<file path="src/verilog/cpf_pkg.sv">
package cpf_pkg;

  // ----------------------------------------------------------------
  // Sizes, counts and reset values
  // ----------------------------------------------------------------
  localparam int GPR_COUNT = 8;
  localparam logic [2:0] SP_INDEX = 3'h7;
  localparam logic [31:0] SP_STEP = 32'h00000004;
  localparam logic [7:0] FLAGS_RESET = 8'h80;
  localparam logic [23:0] PC_RESET = 24'h000000;
  localparam logic [23:0] AMASK_NORMAL = 24'h00FFFF;
  localparam logic [23:0] AMASK_1MB = 24'h0FFFFF;
  localparam logic [23:0] AMASK_ADV = 24'hFFFFFF;

  // ----------------------------------------------------------------
  // Condition code flag positions
  // ----------------------------------------------------------------
  localparam int FL_IMASK = 7;
  localparam int FL_USER_MASK = 6;
  localparam int FL_H = 5;
  localparam int FL_USER = 4;
  localparam int FL_N = 3;
  localparam int FL_Z = 2;
  localparam int FL_V = 1;
  localparam int FL_C = 0;

  typedef enum logic [1:0] {SZ_B = 2'h0, SZ_W = 2'h1, SZ_L = 2'h2} cpf_size_e;

  typedef enum logic [4:0] {
    OP_NOP, OP_MOV, OP_ADD, OP_ADDX, OP_SUB, OP_SUBX, OP_CMP, OP_NEG,
    OP_AND, OP_OR, OP_XOR, OP_SHL, OP_SHR, OP_ROTL, OP_ROTR,
    OP_DEC_ADJ_ADD, OP_DEC_ADJ_SUB, OP_BSET, OP_BCLR, OP_BNOT, OP_BTST,
    OP_BAND, OP_BOR, OP_BXOR, OP_BLD, OP_BST, OP_LOAD_FLAGS,
    OP_STORE_FLAGS, OP_AND_FLAGS, OP_OR_FLAGS, OP_XOR_FLAGS
  } cpf_op_e;

  // ----------------------------------------------------------------
  // Operand access helpers
  // ----------------------------------------------------------------
  // Shift that brings an operand's sign bit up to bit 31
  function automatic logic [5:0] size_shift(cpf_size_e s);
    unique case (s)
      SZ_B: return 6'h18;
      SZ_W: return 6'h10;
      default: return 6'h00;
    endcase
  endfunction

  function automatic logic [31:0] part_get(logic [31:0] w, cpf_size_e s,
                                           logic hi);
    unique case (s)
      SZ_B: return hi ? {24'h000000, w[15:8]} : {24'h000000, w[7:0]}; // RQ3
      SZ_W: return hi ? {16'h0000, w[31:16]} : {16'h0000, w[15:0]}; // RQ2
      default: return w; // RQ1
    endcase
  endfunction

  function automatic logic [31:0] part_put(logic [31:0] w, logic [31:0] v,
                                           cpf_size_e s, logic hi);
    unique case (s)
      SZ_B: return hi ? {w[31:16], v[7:0], w[7:0]} : {w[31:8], v[7:0]}; // RQ23
      SZ_W: return hi ? {v[15:0], w[15:0]} : {w[31:16], v[15:0]}; // RQ23
      default: return v;
    endcase
  endfunction

endpackage

</file>
<file path="src/verilog/cpf_if.sv">
`timescale 1ns/1ps
interface cpf_alu_if;
  import cpf_pkg::*;
  cpf_op_e op;
  cpf_size_e size;
  logic [31:0] a;
  logic [31:0] b;
  logic [31:0] res;
  logic [7:0] flags_in;
  logic [7:0] flags_out;
  logic res_we;
  modport core (output op, size, a, b, flags_in,
                input res, flags_out, res_we);
  modport alu (input op, size, a, b, flags_in,
               output res, flags_out, res_we);
endinterface

interface cpf_gpr_if;
  logic we;
  logic [2:0] widx;
  logic [31:0] wdata;
  logic [31:0] q [8];
  modport core (output we, widx, wdata, input q);
  modport bank (input we, widx, wdata, output q);
endinterface

</file>
<file path="src/verilog/cpf_gpr_bank.sv">
`timescale 1ns/1ps
module cpf_gpr_bank (
  input wire logic clk,
  cpf_gpr_if.bank gb
);
  import cpf_pkg::*;

  // No reset: contents stay undefined until software writes them
  logic [31:0] regs [GPR_COUNT];

  always_ff @(posedge clk)
    if (gb.we)
      regs[gb.widx] <= gb.wdata; // RQ1 RQ17

  assign gb.q = regs;
endmodule // cpf_gpr_bank

</file>
<file path="src/verilog/cpf_alu.sv">
`timescale 1ns/1ps
module cpf_alu (
  cpf_alu_if.alu ab
);
  import cpf_pkg::*;

  // Operands are worked top-aligned so one adder serves all sizes
  logic [5:0] sh;
  logic [31:0] lsb, low, x, y, ya, ci, r;
  logic [32:0] sum;
  logic [28:0] hsum;
  logic sub, add_adj, lo_fix, hi_fix;
  logic [7:0] dadj, dres;

  assign sh = size_shift(ab.size);
  assign lsb = 32'h00000001 << sh;
  assign low = lsb - 32'h00000001;
  assign sub = ab.op inside {OP_SUB, OP_SUBX, OP_CMP, OP_NEG};
  assign x = (ab.op == OP_NEG) ? 32'h00000000 : ab.a << sh;
  assign y = ((ab.op == OP_NEG) ? ab.a : ab.b) << sh;
  assign ya = sub ? ~y & ~low : y;
  assign ci = (ab.op == OP_ADDX) ? (ab.flags_in[FL_C] ? lsb : 32'h0) :
              (ab.op == OP_SUBX) ? (ab.flags_in[FL_C] ? 32'h0 : lsb) :
              sub ? lsb : 32'h00000000;
  assign sum = {1'b0, x} + {1'b0, ya} + {1'b0, ci};
  assign hsum = {1'b0, x[27:0]} + {1'b0, ya[27:0]} + {1'b0, ci[27:0]};

  // Decimal adjust treats the byte as two packed digits
  assign add_adj = ab.op == OP_DEC_ADJ_ADD;
  assign lo_fix = ab.flags_in[FL_H] | (add_adj & (ab.a[3:0] > 4'h9)); // RQ21
  assign hi_fix = ab.flags_in[FL_C] | (add_adj & (ab.a[7:0] > 8'h99)); // RQ21
  assign dadj = {hi_fix ? 4'h6 : 4'h0, lo_fix ? 4'h6 : 4'h0};
  assign dres = add_adj ? ab.a[7:0] + dadj : ab.a[7:0] - dadj;

  always_comb
  begin
    r = sum[31:0];
    ab.flags_out = ab.flags_in;
    ab.res_we = 1'b1;
    unique case (ab.op)
      OP_ADD, OP_ADDX, OP_SUB, OP_SUBX, OP_CMP, OP_NEG:
      begin
        ab.flags_out[FL_H] = hsum[28] ^ sub; // RQ9
        ab.flags_out[FL_C] = sum[32] ^ sub; // RQ14
        ab.flags_out[FL_V] = (x[31] ^ r[31]) & ~(x[31] ^ y[31] ^ sub); // RQ13
        ab.res_we = ab.op != OP_CMP;
      end
      OP_AND, OP_OR, OP_XOR:
      begin
        r = (ab.op == OP_AND) ? x & y : (ab.op == OP_OR) ? x | y : x ^ y;
        ab.flags_out[FL_V] = 1'b0;
      end
      OP_SHL, OP_ROTL:
      begin
        r = (x << 1) | ((ab.op == OP_ROTL && x[31]) ? lsb : 32'h0);
        ab.flags_out[FL_C] = x[31]; // RQ14
        ab.flags_out[FL_V] = 1'b0;
      end
      OP_SHR, OP_ROTR:
      begin
        r = ((x >> 1) & ~low) |
            ((ab.op == OP_ROTR && |(x & lsb)) ? 32'h80000000 : 32'h0);
        ab.flags_out[FL_C] = |(x & lsb); // RQ14
        ab.flags_out[FL_V] = 1'b0;
      end
      OP_DEC_ADJ_ADD, OP_DEC_ADJ_SUB:
      begin
        r = {dres, 24'h000000};
        ab.flags_out[FL_C] = add_adj ? hi_fix : ab.flags_in[FL_C];
      end
      default:
        ab.res_we = 1'b0;
    endcase
    ab.flags_out[FL_N] = r[31]; // RQ11
    ab.flags_out[FL_Z] = r == 32'h00000000; // RQ12
    ab.res = r >> sh;
  end
endmodule // cpf_alu

</file>
<file path="src/verilog/cpf_core_regs.sv">
// How it works
// RQ1: Eight general registers, 32/16/8-bit access.
// RQ2: Each register splits into extended, base halves.
// RQ3: Base half splits into high, low bytes.
// RQ4: Register seven doubles as stack pointer.
// RQ5: 24-bit program counter, fetch bit zero forced.
// RQ6: Mask bit blocks interrupts except non-maskable.
// RQ7: Exception start sets the mask bit.
// RQ8: User-mask bit software-accessible, extra interrupt mask.
// RQ9: Half-carry from bit 3, 11, 27.
// RQ10: User bit changed only by flag instructions.
// RQ11: Negative flag copies result sign bit.
// RQ12: Zero flag marks zero result.
// RQ13: Overflow flag marks arithmetic overflow.
// RQ14: Carry flag: carry, borrow, shifted-out bit.
// RQ15: Bit ops use carry, address bits 0-7.
// RQ16: Branches test N,Z,V,C; flag instructions.
// RQ17: Reset loads vector, sets mask; rest undefined.
// RQ18: Software sets stack pointer right after reset.
// RQ19: Normal 64-kbyte or advanced 16-Mbyte space.
// RQ20: 1-Mbyte modes ignore upper four address bits.
// RQ21: Decimal adjust uses two packed digits.
// RQ22: Odd wide access address forced even.
// RQ23: Extended half high, base half low, bytes.
`timescale 1ns/1ps
module cpf_core_regs (
  input wire logic clk,
  input wire logic resetn,
  input wire logic cmd_valid,
  input wire cpf_pkg::cpf_op_e cmd_op,
  input wire cpf_pkg::cpf_size_e cmd_size,
  input wire logic [2:0] cmd_dst_idx,
  input wire logic cmd_dst_hi,
  input wire logic cmd_src_is_reg,
  input wire logic [2:0] cmd_src_idx,
  input wire logic cmd_src_hi,
  input wire logic [31:0] cmd_imm,
  input wire logic [2:0] cmd_bit,
  input wire logic [3:0] branch_cond,
  input wire logic exc_start,
  input wire logic vector_valid,
  input wire logic [23:0] vector_pc,
  input wire logic pc_write,
  input wire logic [23:0] pc_value,
  input wire logic sp_push,
  input wire logic sp_pop,
  input wire logic cpu_advanced,
  input wire logic addr_20bit,
  input wire logic [23:0] eff_addr,
  input wire logic eff_wide,
  input wire logic irq_req,
  input wire logic irq_user_req,
  input wire logic user_mask_en,
  input wire logic nmi_req,
  input wire logic [2:0] rd_idx,
  input wire cpf_pkg::cpf_size_e rd_size,
  input wire logic rd_hi,
  output logic vector_req,
  output logic [23:0] pc_out,
  output logic [23:0] fetch_addr,
  output logic [23:0] bus_addr,
  output logic [7:0] condition_code_flags,
  output logic [31:0] sp_out,
  output logic [31:0] rd_data,
  output logic irq_take,
  output logic branch_take
);
  import cpf_pkg::*;

  typedef enum logic [1:0] {
    ST_VECTOR = 2'h1,
    ST_RUN = 2'h2
  } cpf_state_e;

  cpf_state_e state, next_state;
  logic rst_meta, rst_n;
  logic run, go, byte_op, wr_en, sp_adj_en, bit_val, imask;
  cpf_size_e op_size;
  logic [31:0] dst_word, dst_opnd, src_opnd, src_al, wr_part, cmd_word;
  logic [31:0] sp_word, sp_next;
  logic [7:0] next_flags, bit_mask;
  logic [23:0] next_pc, amask;

  cpf_alu_if alu_bus ();
  cpf_gpr_if gpr_bus ();

  // ----------------------------------------------------------------
  // Reset release
  // ----------------------------------------------------------------
  always_ff @(posedge clk or negedge resetn)
    if (!resetn)
    begin
      rst_meta <= 1'b0;
      rst_n <= 1'b0;
    end
    else
    begin
      rst_meta <= 1'b1;
      rst_n <= rst_meta;
    end

  // ----------------------------------------------------------------
  // Operand decode
  // ----------------------------------------------------------------
  assign run = state == ST_RUN;
  assign go = cmd_valid && run;
  assign byte_op = cmd_op inside {[OP_DEC_ADJ_ADD:OP_XOR_FLAGS]};
  assign op_size = byte_op ? SZ_B : cmd_size;
  assign dst_word = gpr_bus.q[cmd_dst_idx];
  assign dst_opnd = part_get(dst_word, op_size, cmd_dst_hi);
  assign src_opnd = cmd_src_is_reg ?
                    part_get(gpr_bus.q[cmd_src_idx], op_size, cmd_src_hi) :
                    part_get(cmd_imm, op_size, 1'b0);
  assign src_al = src_opnd << size_shift(op_size);
  assign bit_val = dst_opnd[cmd_bit]; // RQ15
  assign bit_mask = 8'h01 << cmd_bit; // RQ15
  assign imask = condition_code_flags[FL_IMASK];

  assign alu_bus.op = cmd_op;
  assign alu_bus.size = op_size;
  assign alu_bus.a = dst_opnd;
  assign alu_bus.b = src_opnd;
  assign alu_bus.flags_in = condition_code_flags;

  cpf_alu u_alu (
    .ab(alu_bus.alu)
  );

  // ----------------------------------------------------------------
  // Instruction effects on registers and flags
  // ----------------------------------------------------------------
  always_comb
  begin
    next_flags = condition_code_flags;
    wr_part = alu_bus.res;
    wr_en = 1'b0;
    if (go)
    begin
      unique case (cmd_op)
        OP_MOV:
        begin
          wr_part = src_opnd;
          wr_en = 1'b1;
          next_flags[FL_N] = src_al[31]; // RQ11
          next_flags[FL_Z] = src_opnd == 32'h00000000; // RQ12
          next_flags[FL_V] = 1'b0;
        end
        OP_ADD, OP_ADDX, OP_SUB, OP_SUBX, OP_CMP, OP_NEG, OP_AND, OP_OR,
        OP_XOR, OP_SHL, OP_SHR, OP_ROTL, OP_ROTR, OP_DEC_ADJ_ADD,
        OP_DEC_ADJ_SUB:
        begin
          next_flags = alu_bus.flags_out;
          wr_en = alu_bus.res_we;
        end
        OP_BSET, OP_BCLR, OP_BNOT:
        begin
          wr_en = 1'b1;
          wr_part = {24'h000000,
                     (cmd_op == OP_BSET) ? dst_opnd[7:0] | bit_mask :
                     (cmd_op == OP_BCLR) ? dst_opnd[7:0] & ~bit_mask :
                     dst_opnd[7:0] ^ bit_mask};
        end
        OP_BTST:
          next_flags[FL_Z] = ~bit_val;
        OP_BAND:
          next_flags[FL_C] = condition_code_flags[FL_C] & bit_val; // RQ15
        OP_BOR:
          next_flags[FL_C] = condition_code_flags[FL_C] | bit_val; // RQ15
        OP_BXOR:
          next_flags[FL_C] = condition_code_flags[FL_C] ^ bit_val; // RQ15
        OP_BLD:
          next_flags[FL_C] = bit_val; // RQ15
        OP_BST:
        begin
          wr_en = 1'b1;
          wr_part = {24'h000000, condition_code_flags[FL_C] ?
                     dst_opnd[7:0] | bit_mask : dst_opnd[7:0] & ~bit_mask};
        end
        // User bits change only through this group
        OP_LOAD_FLAGS:
          next_flags = src_opnd[7:0]; // RQ8 RQ10 RQ16
        OP_STORE_FLAGS:
        begin
          wr_en = 1'b1;
          wr_part = {24'h000000, condition_code_flags}; // RQ16
        end
        OP_AND_FLAGS:
          next_flags = condition_code_flags & src_opnd[7:0]; // RQ16
        OP_OR_FLAGS:
          next_flags = condition_code_flags | src_opnd[7:0]; // RQ16
        OP_XOR_FLAGS:
          next_flags = condition_code_flags ^ src_opnd[7:0]; // RQ16
        default:
          next_flags = condition_code_flags;
      endcase
    end
    // Exception entry wins over a same-cycle flag write
    if (exc_start && run)
      next_flags[FL_IMASK] = 1'b1; // RQ7
  end

  // ----------------------------------------------------------------
  // Register bank and stack pointer
  // ----------------------------------------------------------------
  assign cmd_word = part_put(dst_word, wr_part, op_size, cmd_dst_hi);
  assign sp_word = gpr_bus.q[SP_INDEX];
  assign sp_next = sp_push ? sp_word - SP_STEP : sp_word + SP_STEP; // RQ4
  // An explicit write to the stack register beats an implicit step
  assign sp_adj_en = run && (sp_push ^ sp_pop) &&
                     !(wr_en && cmd_dst_idx == SP_INDEX); // RQ4
  assign gpr_bus.we = wr_en || sp_adj_en;
  assign gpr_bus.widx = wr_en ? cmd_dst_idx : SP_INDEX;
  assign gpr_bus.wdata = wr_en ? cmd_word : sp_next;

  cpf_gpr_bank u_bank (
    .clk(clk),
    .gb(gpr_bus.bank)
  );

  // ----------------------------------------------------------------
  // Sequencing, program counter, addressing
  // ----------------------------------------------------------------
  always_comb
  begin
    next_state = state;
    unique case (state)
      ST_VECTOR:
        if (vector_valid)
          next_state = ST_RUN;
      ST_RUN:
        if (exc_start)
          next_state = ST_VECTOR;
      default:
        next_state = ST_VECTOR;
    endcase
  end

  assign next_pc = (state == ST_VECTOR && vector_valid) ? vector_pc : // RQ17
                   (run && pc_write && !exc_start) ? pc_value : pc_out;
  assign amask = !cpu_advanced ? AMASK_NORMAL : // RQ19
                 addr_20bit ? AMASK_1MB : AMASK_ADV; // RQ20

  function automatic logic cond_met(logic [3:0] c, logic [7:0] f);
    logic r;
    unique case (c[3:1])
      3'h0: r = 1'b1;
      3'h1: r = ~(f[FL_C] | f[FL_Z]);
      3'h2: r = ~f[FL_C];
      3'h3: r = ~f[FL_Z];
      3'h4: r = ~f[FL_V];
      3'h5: r = ~f[FL_N];
      3'h6: r = ~(f[FL_N] ^ f[FL_V]);
      default: r = ~(f[FL_Z] | (f[FL_N] ^ f[FL_V]));
    endcase
    return r ^ c[0];
  endfunction

  always_ff @(posedge clk or negedge rst_n)
    if (!rst_n)
    begin
      state <= ST_VECTOR;
      pc_out <= PC_RESET;
      condition_code_flags <= FLAGS_RESET; // RQ17
      vector_req <= 1'b1;
      fetch_addr <= PC_RESET;
      bus_addr <= PC_RESET;
      sp_out <= 32'h00000000;
      rd_data <= 32'h00000000;
      irq_take <= 1'b0;
      branch_take <= 1'b0;
    end
    else
    begin
      state <= next_state;
      pc_out <= next_pc;
      condition_code_flags <= next_flags;
      vector_req <= next_state == ST_VECTOR;
      fetch_addr <= {next_pc[23:1] & amask[23:1], 1'b0}; // RQ5
      bus_addr <= eff_addr & amask & {23'h7FFFFF, ~eff_wide}; // RQ22
      sp_out <= sp_word;
      rd_data <= part_get(gpr_bus.q[rd_idx], rd_size, rd_hi);
      irq_take <= run && (nmi_req || (irq_req && !imask) || // RQ6
                  (irq_user_req && !imask && // RQ8
                   !(user_mask_en && condition_code_flags[FL_USER_MASK])));
      branch_take <= cond_met(branch_cond, condition_code_flags); // RQ16
    end

  // ----------------------------------------------------------------
  // Checks
  // ----------------------------------------------------------------
  AST_VECTOR_MASK: assert property ( // RQ7
    @(posedge clk) disable iff (!rst_n)
    state == ST_VECTOR |-> condition_code_flags[FL_IMASK])
    else $error("mask bit clear during vector fetch");

  AST_VECTOR_LOAD: assert property ( // RQ17
    @(posedge clk) disable iff (!rst_n)
    state == ST_VECTOR && vector_valid
    |=> pc_out == $past(vector_pc) && state == ST_RUN)
    else $error("vector not loaded into program counter");

  AST_NMI_TAKEN: assert property ( // RQ6
    @(posedge clk) disable iff (!rst_n)
    run && nmi_req |=> irq_take)
    else $error("non-maskable interrupt not taken");

  AST_IRQ_MASKED: assert property ( // RQ6
    @(posedge clk) disable iff (!rst_n)
    run && imask && !nmi_req |=> !irq_take)
    else $error("interrupt taken while masked");

  AST_FETCH_EVEN: assert property ( // RQ5
    @(posedge clk) disable iff (!rst_n)
    run && pc_write && !exc_start && cpu_advanced && !addr_20bit
    |=> fetch_addr == {$past(pc_value[23:1]), 1'b0})
    else $error("fetch address wrong");

  AST_NORMAL_SPACE: assert property ( // RQ19
    @(posedge clk) disable iff (!rst_n)
    !cpu_advanced |=> bus_addr[23:16] == 8'h00)
    else $error("normal mode address beyond 64 kbyte");

  AST_ADDR_20BIT: assert property ( // RQ20
    @(posedge clk) disable iff (!rst_n)
    cpu_advanced && addr_20bit
    |=> bus_addr == {4'h0, $past(eff_addr[19:1]), 1'b0} || !$past(eff_wide))
    else $error("20-bit address not truncated");

  AST_WIDE_EVEN: assert property ( // RQ22
    @(posedge clk) disable iff (!rst_n)
    eff_wide |=> !bus_addr[0])
    else $error("wide access at odd address");

  AST_MOV_ZERO: assert property ( // RQ12
    @(posedge clk) disable iff (!rst_n)
    go && cmd_op == OP_MOV && src_opnd == 32'h00000000
    |=> condition_code_flags[FL_Z] && !condition_code_flags[FL_V])
    else $error("zero flag not set on zero move");

  AST_HALF_CARRY: assert property ( // RQ9
    @(posedge clk) disable iff (!rst_n)
    go && cmd_op == OP_ADD && op_size == SZ_B &&
    ({1'b0, dst_opnd[3:0]} + {1'b0, src_opnd[3:0]}) > 5'h0F
    |=> condition_code_flags[FL_H])
    else $error("half carry missing on byte add");

  AST_USER_BIT: assert property ( // RQ10
    @(posedge clk) disable iff (!rst_n)
    !(go && cmd_op inside {OP_LOAD_FLAGS, OP_AND_FLAGS, OP_OR_FLAGS,
                           OP_XOR_FLAGS})
    |=> $stable(condition_code_flags[FL_USER]))
    else $error("user bit changed by other instruction");

  AST_SP_PUSH: assert property ( // RQ4
    @(posedge clk) disable iff (!rst_n)
    run && sp_push && !sp_pop && !(wr_en && cmd_dst_idx == SP_INDEX)
    |-> ##2 sp_out == $past(sp_word, 2) - SP_STEP)
    else $error("stack pointer not decremented");

endmodule // cpf_core_regs

</file>
<file path="config.mk">
export PLATFORM = sky130hd
export DESIGN_NAME = cpf_core_regs
export DESIGN_NICKNAME = d
export VERILOG_FILES = /design/src/verilog/cpf_pkg.sv /design/src/verilog/cpf_if.sv /design/src/verilog/cpf_gpr_bank.sv /design/src/verilog/cpf_alu.sv /design/src/verilog/cpf_core_regs.sv
export SDC_FILE = /design/constraint.sdc
export NUM_CORES = 1
export LEC_CHECK = 0
export BUFFER_PORTS_ARGS = -buffer_cell sky130_fd_sc_hd__buf_2
export CORE_MARGIN = 8
export CORE_UTILIZATION = 62
export CTS_CLUSTER_DIAMETER = 50
export CTS_CLUSTER_SIZE = 12
export DETAILED_ROUTE_END_ITERATION = 8
export PLACE_DENSITY_LB_ADDON = 0.12
export SLEW_MARGIN = 20
export SYNTH_ARGS = -nofsm -noshare
export SYNTH_HDL_FRONTEND = slang
export SYNTH_HIERARCHICAL = 1
export SYNTH_SLANG_ARGS = --single-unit
</file>
<file path="constraint.sdc">
create_clock -name clk -period 4.4 [get_ports clk]
set_input_delay 1.32 -clock clk [delete_from_list [all_inputs] [get_ports clk]]
set_output_delay 1.32 -clock clk [all_outputs]
set_load 0.03 [all_outputs]
</file>
==> results of run 1 <==
## cells by family after synthesis
group	count (synthesis)	synth area share
AOI/OAI and AO/OA	800	0.170
xor gates and xnor gates	70	0.0194
buffers and inverters	371	0.0546
adders and majority gates	201	0.0801
muxes	392	0.197
and+or+nand+nor	875	0.134
other	3	0.000351
DFF	391	0.345
## synth_stat cells (32+ instances only)
master,number
edfxtp_1,256
nor2_1,236
nand2_1,229
ha_1,194
mux2i_1,192
a21oi_1,179
mux4_2,174
o21ai_0,158
inv_1,139
dfrtp_1,132
clkbuf_1,129
nand3_1,71
nor3_1,69
and2_1,58
a22oi_1,55
a211oi_1,47
o22ai_1,47
xnor2_1,44
nand2b_1,42
nor2b_1,36
buf_2,32
## through the flow
step	util	setup WS [ns]	cell area, um2	hold slack, ns	TNS [ns]
after floorplan	-	-2.24	32800	0.331	-525.39
after global placement	0.815	-3.69	41700	0.339	-1019.17
after detailed placement	0.815	-3.72	41700	0.354	-1073.80
after CTS	0.872	-2.35	44600	0.366	-591.76
## per-layer routing
layer  GRT overflow  GRT usage
met5              1      0.284
met4             39      0.618
met3              1      0.565
met2             36      0.863
met1              5      0.693
## repair_timing
item                       CTS
cloned                       3
resized for setup          227
setup buffers               50
setup endpoints to repair  499
pin swaps                   81
==> impl_metrics.env, run 1 <==
export IMPL_cts_inserted_buffers=43
export IMPL_port_buffers=293
export IMPL_clock_path_buffers=3
export IMPL_dp_cells=4867
export IMPL_num_io_pins=295
export IMPL_synthesis_nets=3452
export IMPL_async_flop_share=0.345
export IMPL_htree_levels=2
export IMPL_synth_edff_count=256
export IMPL_hpwl_um=117000
export IMPL_grt_pass1_vias=41900
export IMPL_yosysTopAreaCellShare=0.240
export IMPL_holdBufCountCts=0
export IMPL_die_w_um=243
export IMPL_synthTopCellsByArea="edfxtp_1 24%, mux4_2 12%, dfrtp_1 10%"
export IMPL_die_h_um=243
export IMPL_synth_cells=3103
export IMPL_grt_max_degree=77
export IMPL_yosys_area_top_type="edfxtp_1"
export IMPL_cts_root_buffer="clkbuf_16"
export IMPL_postSynthAreaPerCell_um2=10.3
export IMPL_ys_ff_latch=391
export IMPL_yosysSeqAreaShare=0.345
export IMPL_syn_area_um2=32100
export IMPL_rows=83
export IMPL_grt_ovfl_total=82
export IMPL_failing_step="global routing (5_1_grt)"
export IMPL_grt_pass1_wl_um=300000
export IMPL_status="stopped before the end"
export IMPL_clock_sinks=391
export IMPL_firstError="[ERROR GRT-0116] Global routing finished with congestion. Check the congestion regions in the DRC Viewer."
export IMPL_start_util=0.626
export IMPL_ys_types=121
export IMPL_yosys_warnings=6
export IMPL_synth_main_ff_cell="edfxtp_1"
export IMPL_globalplace_congestion=1.22
export IMPL_track_usage=0.692
==> run 2, diff against run 1 <==
--- a/config.mk
+++ b/config.mk
@@ -7,11 +7,9 @@
 export LEC_CHECK = 0
 export BUFFER_PORTS_ARGS = -buffer_cell sky130_fd_sc_hd__buf_2
 export CORE_MARGIN = 8
-export CORE_UTILIZATION = 62
-export CTS_CLUSTER_DIAMETER = 50
-export CTS_CLUSTER_SIZE = 12
+export CORE_UTILIZATION = 40
 export DETAILED_ROUTE_END_ITERATION = 8
-export PLACE_DENSITY_LB_ADDON = 0.12
+export PLACE_DENSITY_LB_ADDON = 0.15
 export SLEW_MARGIN = 20
 export SYNTH_ARGS = -nofsm -noshare
 export SYNTH_HDL_FRONTEND = slang
==> impl_metrics.env, run 2 <==
export IMPL_yosys_area_share_simple=0.134
export IMPL_grt_max_degree=77
export IMPL_clock_sinks=391
export IMPL_die_h_um=299
export IMPL_drive_gt1_frac=0.465
export IMPL_track_usage=0.350
export IMPL_ant_nets=0
export IMPL_hpwl_um=133000
export IMPL_syn_area_um2=32100
export IMPL_async_flop_share=0.345
export IMPL_postSynthAreaPerCell_um2=10.3
export IMPL_tritoncts="done"
export IMPL_clock_path_buffers=3
export IMPL_synth_xor_area_share=0.0194
export IMPL_ys_types=121
export IMPL_synthTopCellsByArea="edfxtp_1 24%, mux4_2 12%, dfrtp_1 10%"
export IMPL_slew_viol_final=0
export IMPL_htree_levels=2
export IMPL_cp_slowest_stage_delay_ns=0.57
export IMPL_vias_per_cell=6.05
export IMPL_cp_required_ns=4.90
export IMPL_post_place_ws_ns=-4.10
export IMPL_max_cap_violations=0
export IMPL_synth_cells=3103
export IMPL_nets=4773
export IMPL_min_period_over_period=1.61
export IMPL_fin_setup_tns_ns=-742.58
export IMPL_ir_drop_mv=0.476
export IMPL_vias=33400
export IMPL_failed_checks="setup timing"
export IMPL_synth_commonest_cells="256 x edfxtp_1, 236 x nor2_1, 229 x nand2_1"
export IMPL_layout_commonest_cell="buf_4"
export IMPL_relSlewSlack=0.334
export IMPL_crit_type="input pin to flop"
export IMPL_yosys_warnings=6
export IMPL_critical_path_arrival_ns=7.59
export IMPL_yosys_area_share_adder=0.0801
export IMPL_power_density_nw_per_um2=350
export IMPL_synthesis_nets=3452
export IMPL_synth_top_family_by_area="multiplexers"
export IMPL_reg2reg_slack_ns=-2.03
export IMPL_routed_wl_um=164000
export IMPL_timing_fmax_mhz=141
export IMPL_finalHoldViolations=0
export IMPL_grt_pass1_vias=33700
export IMPL_path_max_fanout=45
export IMPL_yosysSeqAreaShare=0.345
export IMPL_first_iter_violations=3600
export IMPL_num_io_pins=295
export IMPL_fp_dieArea_um2=89500
export IMPL_synth_compound_area_frac=0.170
export IMPL_yosys_area_top_type="edfxtp_1"
export IMPL_path_common_cell="buf_4"
export IMPL_post_route_min_period_ns=7.09
export IMPL_synthMuxAreaShare=0.197
export IMPL_drc=0
export IMPL_cts_inserted_buffers=45
export IMPL_worst_path_max_delay_cell="o311ai_0"
export IMPL_antenna_found_initial=1
export IMPL_most_common_layout_cells="1129 x buf_4, 289 x buf_2, 256 x edfxtp_1, 222 x nor2_1, 220 x nand2_1"
export IMPL_tightest_slew_ns=0.997
export IMPL_avgRoutedWirePerCell_um=29.6
export IMPL_area_growth_pct=46.1
export IMPL_synth_edff_count=256
export IMPL_port_buffers=293
export IMPL_cts_root_buffer="clkbuf_16"
export IMPL_globalplace_congestion=1.06
export IMPL_status="finished, violations left"
export IMPL_min_path_type="flop to flop"
export IMPL_fin_skew_ns=0.0494
export IMPL_largest_register_ffs=256
export IMPL_insertion_delay_ns=0.62
export IMPL_power_leakage_nw=20.8
export IMPL_ys_ff_latch=391
export IMPL_coreArea_um2=79900
export IMPL_synth_main_ff_cell="edfxtp_1"
export IMPL_worstSetupStartpointType="input pin"
export IMPL_dr_pass1_iters=8
export IMPL_rsz0062_at_grt="yes"
export IMPL_die_w_um=299
export IMPL_yosysTopAreaCellShare=0.240
export IMPL_clk_pin_slew_ns=0.06
export IMPL_fin_ws_ns=-2.69
export IMPL_critPathCaptureType="flop"
export IMPL_synth_most_common_cell="edfxtp_1"
export IMPL_setup_violations=517
export IMPL_start_util=0.401
export IMPL_grt_ovfl_total=0
export IMPL_grt_pass1_wl_um=233000
export IMPL_rows=104
## run 2: through the flow
step | cells | total power, W | area, um2 | hold slack (ns) | utilization
global placement | 5384 | 0.0117 | 43500 | 0.337 | 0.545
detailed placement | 5384 | 0.0118 | 43500 | 0.337 | 0.545
CTS | 5507 | 0.0163 | 46400 | 0.350 | 0.581
floorplan | 3103 | 0.00840 | 32800 | 0.331 | -
global route | 5522 | 0.0170 | 46800 | 0.353 | 0.586
finish | 5523 | 0.0164 | 46800 | 0.348 | 0.586
## run 2: layer usage
layer  up-vias  GRT usage  wire, um
met4         0      0.172      9940
met5         -          0         0
met3       414     0.0655     14100
li1      14500          -         -
met1     16700      0.440     63100
met2      1795      0.577     76400
## run 2: power breakdown
part / internal, W / switching [W] / total [W]
combinational: 0.00311 / 0.00447 / 0.00758
sequential: 0.00447 / 0.000197 / 0.00467
clock: 0.00251 / 0.00164 / 0.00415
total: 0.0101 / 0.00631 / 0.0164
## run 2: cell type report
class                   count  area [um2]
inverters                 143         543
fillers                  7021       33100
multi-input cells        2341       20800
clock buffers              60        1280
clock inverters            24         392
repair buffers           1502       11400
diodes                      2        5.00
flip-flops and latches    391       11100
well taps                1060        1330
## run 2: path summary, 6_finish.rpt
kind	start	end	cells after the start
max	cmd_dst_hi	condition_code_flags[2]	29
max in group asynchronous	rst_n	sp_out[3]	1
min reg2reg	rst_meta	rst_n	0
min in group asynchronous	rst_n	pc_out[20]	0
max reg2reg	u_bank/gb.q[83]	u_bank/gb.q[14]	27
min	rst_meta	rst_n	0
## run 2: cell families (layout without fill, tap and decap cells)
logic type      after synthesis  in the layout
mux                         392            392
buf+inv                     371           1729
xor+xnor                     70             70
other cells                   3              5
simple gates                875            875
compound gates              800            800
fa+ha+maj                   201            201
flops                       391            391
## run 2: critical path: cells and delay by family
family / cells / cell delay (ns)
AND/OR/NAND/NOR: 11 / 1.82
buffers and inverters: 9 / 1.70
AO/OA/AOI/OAI: 6 / 1.66
adder cells (fa/ha/maj): 3 / 1.06
## run 2: repair_timing
action,CTS,global route
pin swaps,60,49
gates cloned,2,0
setup endpoints to repair,517,517
hold buffers,0,0
gates resized for setup,181,66
buffers inserted,40,15
endpoints found under the hold margin,0,0
Note: power is estimated with default switching activity, not from simulation.
==> run 3, diff against run 2 <==
--- a/config.mk
+++ b/config.mk
@@ -5,12 +5,13 @@
 export SDC_FILE = /design/constraint.sdc
 export NUM_CORES = 1
 export LEC_CHECK = 0
+export ABC_AREA = 1
 export BUFFER_PORTS_ARGS = -buffer_cell sky130_fd_sc_hd__buf_2
 export CORE_MARGIN = 8
 export CORE_UTILIZATION = 40
 export DETAILED_ROUTE_END_ITERATION = 8
 export PLACE_DENSITY_LB_ADDON = 0.15
-export SLEW_MARGIN = 20
+export SLEW_MARGIN = 10
 export SYNTH_ARGS = -nofsm -noshare
 export SYNTH_HDL_FRONTEND = slang
 export SYNTH_HIERARCHICAL = 1
==> impl_metrics.env, run 3 <==
export IMPL_share_comb_of_total_power=0.475
export IMPL_dr_pass1_iters=7
export IMPL_first_iter_violations=5152
export IMPL_reg2reg_depth=37
export IMPL_die_w_um=306
export IMPL_status="finished, violations left"
export IMPL_relSlewSlack=0.320
export IMPL_routed_wl_um=168000
export IMPL_cts_root_buffer="clkbuf_16"
export IMPL_power_leakage_nw=24.8
export IMPL_nets=6631
export IMPL_largest_register_ffs=256
export IMPL_worstSetupStartpointType="input pin"
export IMPL_htree_levels=2
export IMPL_drc=0
export IMPL_tightest_slew_ns=1.01
export IMPL_fp_dieArea_um2=93900
export IMPL_crit_family="simple AND/OR/NAND/NOR gates"
export IMPL_rows=106
export IMPL_holdWs_ns=0.353
export IMPL_fin_ws_ns=-1.81
export IMPL_max_cap_violations=0
export IMPL_power_switching_w=0.00679
export IMPL_clock_path_buffers=3
export IMPL_area_growth_pct=48.4
export IMPL_num_io_pins=295
export IMPL_track_usage=0.344
export IMPL_power_frac_seq=0.276
export IMPL_rr_startpoint="u_bank/gb.q[96]"
export IMPL_crit_type="input pin to flop"
export IMPL_stdcell_count=7401
export IMPL_min_to="rst_n"
export IMPL_fin_skew_ns=0.0482
export IMPL_synthesis_nets=5347
export IMPL_synth_cells=4998
export IMPL_timing_fmax_mhz=161
export IMPL_layout_commonest_cell="nand2_1"
export IMPL_drive_gt1_frac=0.343
export IMPL_synth_main_ff_cell="edfxtp_1"
export IMPL_worstReg2RegEnd="u_bank/gb.q[52]"
export IMPL_power_density_nw_per_um2=337
export IMPL_finalHoldViolations=0
export IMPL_insertion_delay_ns=0.64
export IMPL_failed_checks="setup timing"
export IMPL_cp_required_ns=4.73
export IMPL_reg2reg_slack_ns=-1.16
export IMPL_yosys_warnings=6
export IMPL_min_period_over_period=1.41
export IMPL_dp_cells=7170
export IMPL_clk_pin_slew_ns=0.06
export IMPL_clkPwrFrac=0.249
export IMPL_coreArea_um2=83600
export IMPL_worst_path_max_delay_cell="fa_1"
export IMPL_tritoncts="done"
export IMPL_ir_drop_mv=0.448
export IMPL_timing_critical_path_from="cmd_src_idx[0]"
export IMPL_cts_inserted_buffers=46
export IMPL_grt_pass1_wl_um=246000
export IMPL_most_common_layout_cells="1172 x nand2_1, 1099 x buf_4, 529 x inv_1, 421 x o21ai_0, 398 x nor2_1"
export IMPL_grt_ovfl_total=0
export IMPL_yosysTopAreaCellShare=0.228
export IMPL_synth_most_common_cell="nand2_1"
export IMPL_critPathCaptureType="flop"
export IMPL_globalplace_congestion=1.04
export IMPL_min_from="rst_meta"
export IMPL_rsz0062_at_grt="yes"
export IMPL_yosysSeqAreaShare=0.328
export IMPL_ys_types=61
export IMPL_grt_max_degree=111
export IMPL_min_path_type="flop to flop"
export IMPL_ant_nets=0
export IMPL_synth_edff_count=256
export IMPL_vias_per_cell=5.57
export IMPL_die_h_um=306
export IMPL_yosys_area_top_type="edfxtp_1"
export IMPL_switching_share=0.402
export IMPL_final_core_util=0.599
export IMPL_cp_slowest_stage_delay_ns=0.54
export IMPL_critical_path_arrival_ns=6.54
export IMPL_slew_viol_final=0
export IMPL_cp_buffers_inverters=8
export IMPL_holdBufCountCts=0
export IMPL_avgRoutedWirePerCell_um=22.8
export IMPL_p_int_w=0.0101
export IMPL_ys_ff_latch=391
export IMPL_fillers=7760
export IMPL_setup_violations=261
export IMPL_clock_sinks=391
export IMPL_fin_setup_tns_ns=-428.15
export IMPL_syn_area_um2=33700
export IMPL_holdPathStages=0
export IMPL_synthTopCellsByArea="edfxtp_1 23%, nand2_1 15%, dfrtp_1 9.8%"
export IMPL_path_max_fanout=8
export IMPL_post_route_min_period_ns=6.21
export IMPL_antenna_found_initial=5
export IMPL_synth_commonest_cells="1353 x nand2_1, 554 x inv_1, 521 x o21ai_0"
export IMPL_hpwl_um=130000
export IMPL_vias=41300
export IMPL_grt_pass1_vias=38600
export IMPL_postSynthAreaPerCell_um2=6.75
export IMPL_async_flop_share=0.345
export IMPL_port_buffers=293
export IMPL_start_util=0.404
==> run 3: logic make-up after synthesis <==
| kind of cell | after synthesis | share of synthesized area |
|---|---|---|
| mux | 1 | 0.000297 |
| compound gates | 1202 | 0.197 |
| buf+inv | 861 | 0.107 |
| fa+ha+maj | 201 | 0.0761 |
| xor+xnor | 41 | 0.0106 |
| other cells | 3 | 0.000334 |
| simple gates | 2298 | 0.281 |
| flops | 391 | 0.328 |
==> run 3: per-layer routing <==
metal / track usage / share of wire
met1: 0.463 / 0.41
met2: 0.518 / 0.42
met3: 0.0856 / 0.12
met4: 0.156 / 0.056
met5: 0 / 0.00012
==> run 3: final cells by class <==
| type | instances | area (um2) | area share |
|---|---|---|---|
| Multi-Input combinational cell | 3746 | 21600 | 0.431 |
| Timing Repair Buffer | 1513 | 12100 | 0.243 |
| Sequential cell | 391 | 11100 | 0.221 |
| Inverter | 584 | 2240 | 0.0447 |
| Tap cell | 1080 | 1350 | 0.0270 |
| Clock buffer | 64 | 1350 | 0.0270 |
| Clock inverter | 22 | 339 | 0.00677 |
| Antenna cell | 1 | 2.50 | 0.0000500 |
==> run 3: power by group through the flow <==
stage	combinational [W]	clock (W)	sequential [W]
2_1_floorplan	0.00329	0	0.00519
3_3_place_gp	0.00690	0	0.00473
3_5_place_dp	0.00695	0	0.00473
4_1_cts	0.00772	0.00426	0.00466
5_1_grt	0.00853	0.00438	0.00469
6_report	0.00801	0.00421	0.00466
==> run 3: repair_timing <==
action	4_1_cts	5_1_grt
setup endpoints to repair	261	261
gates cloned	16	3
gates resized for setup	562	99
pin swaps	200	80
buffers inserted	117	11
==> run 3: how the worst max path moves through the flow <==
stage,endpoint,slack [ns],cells after the start
after floorplan,u_bank/gb.q[116],-1.37,38
final,u_bank/gb.q[52],-1.81,40
after global placement,u_bank/gb.q[182],-2.97,41
after global routing,u_bank/gb.q[52],-1.99,40
after detailed placement,u_bank/gb.q[138],-2.94,37
after CTS,u_bank/gb.q[52],-1.63,40
==> run 3: through the flow <==
stage	worst slack, ns	power (W)	instance area, um2
global route	-1.99	0.0176	50100
global placement	-2.97	0.0116	44500
detailed placement	-2.94	0.0117	44500
floorplan	-1.37	0.00848	34300
CTS	-1.63	0.0166	49600
finish	-1.81	0.0169	50100
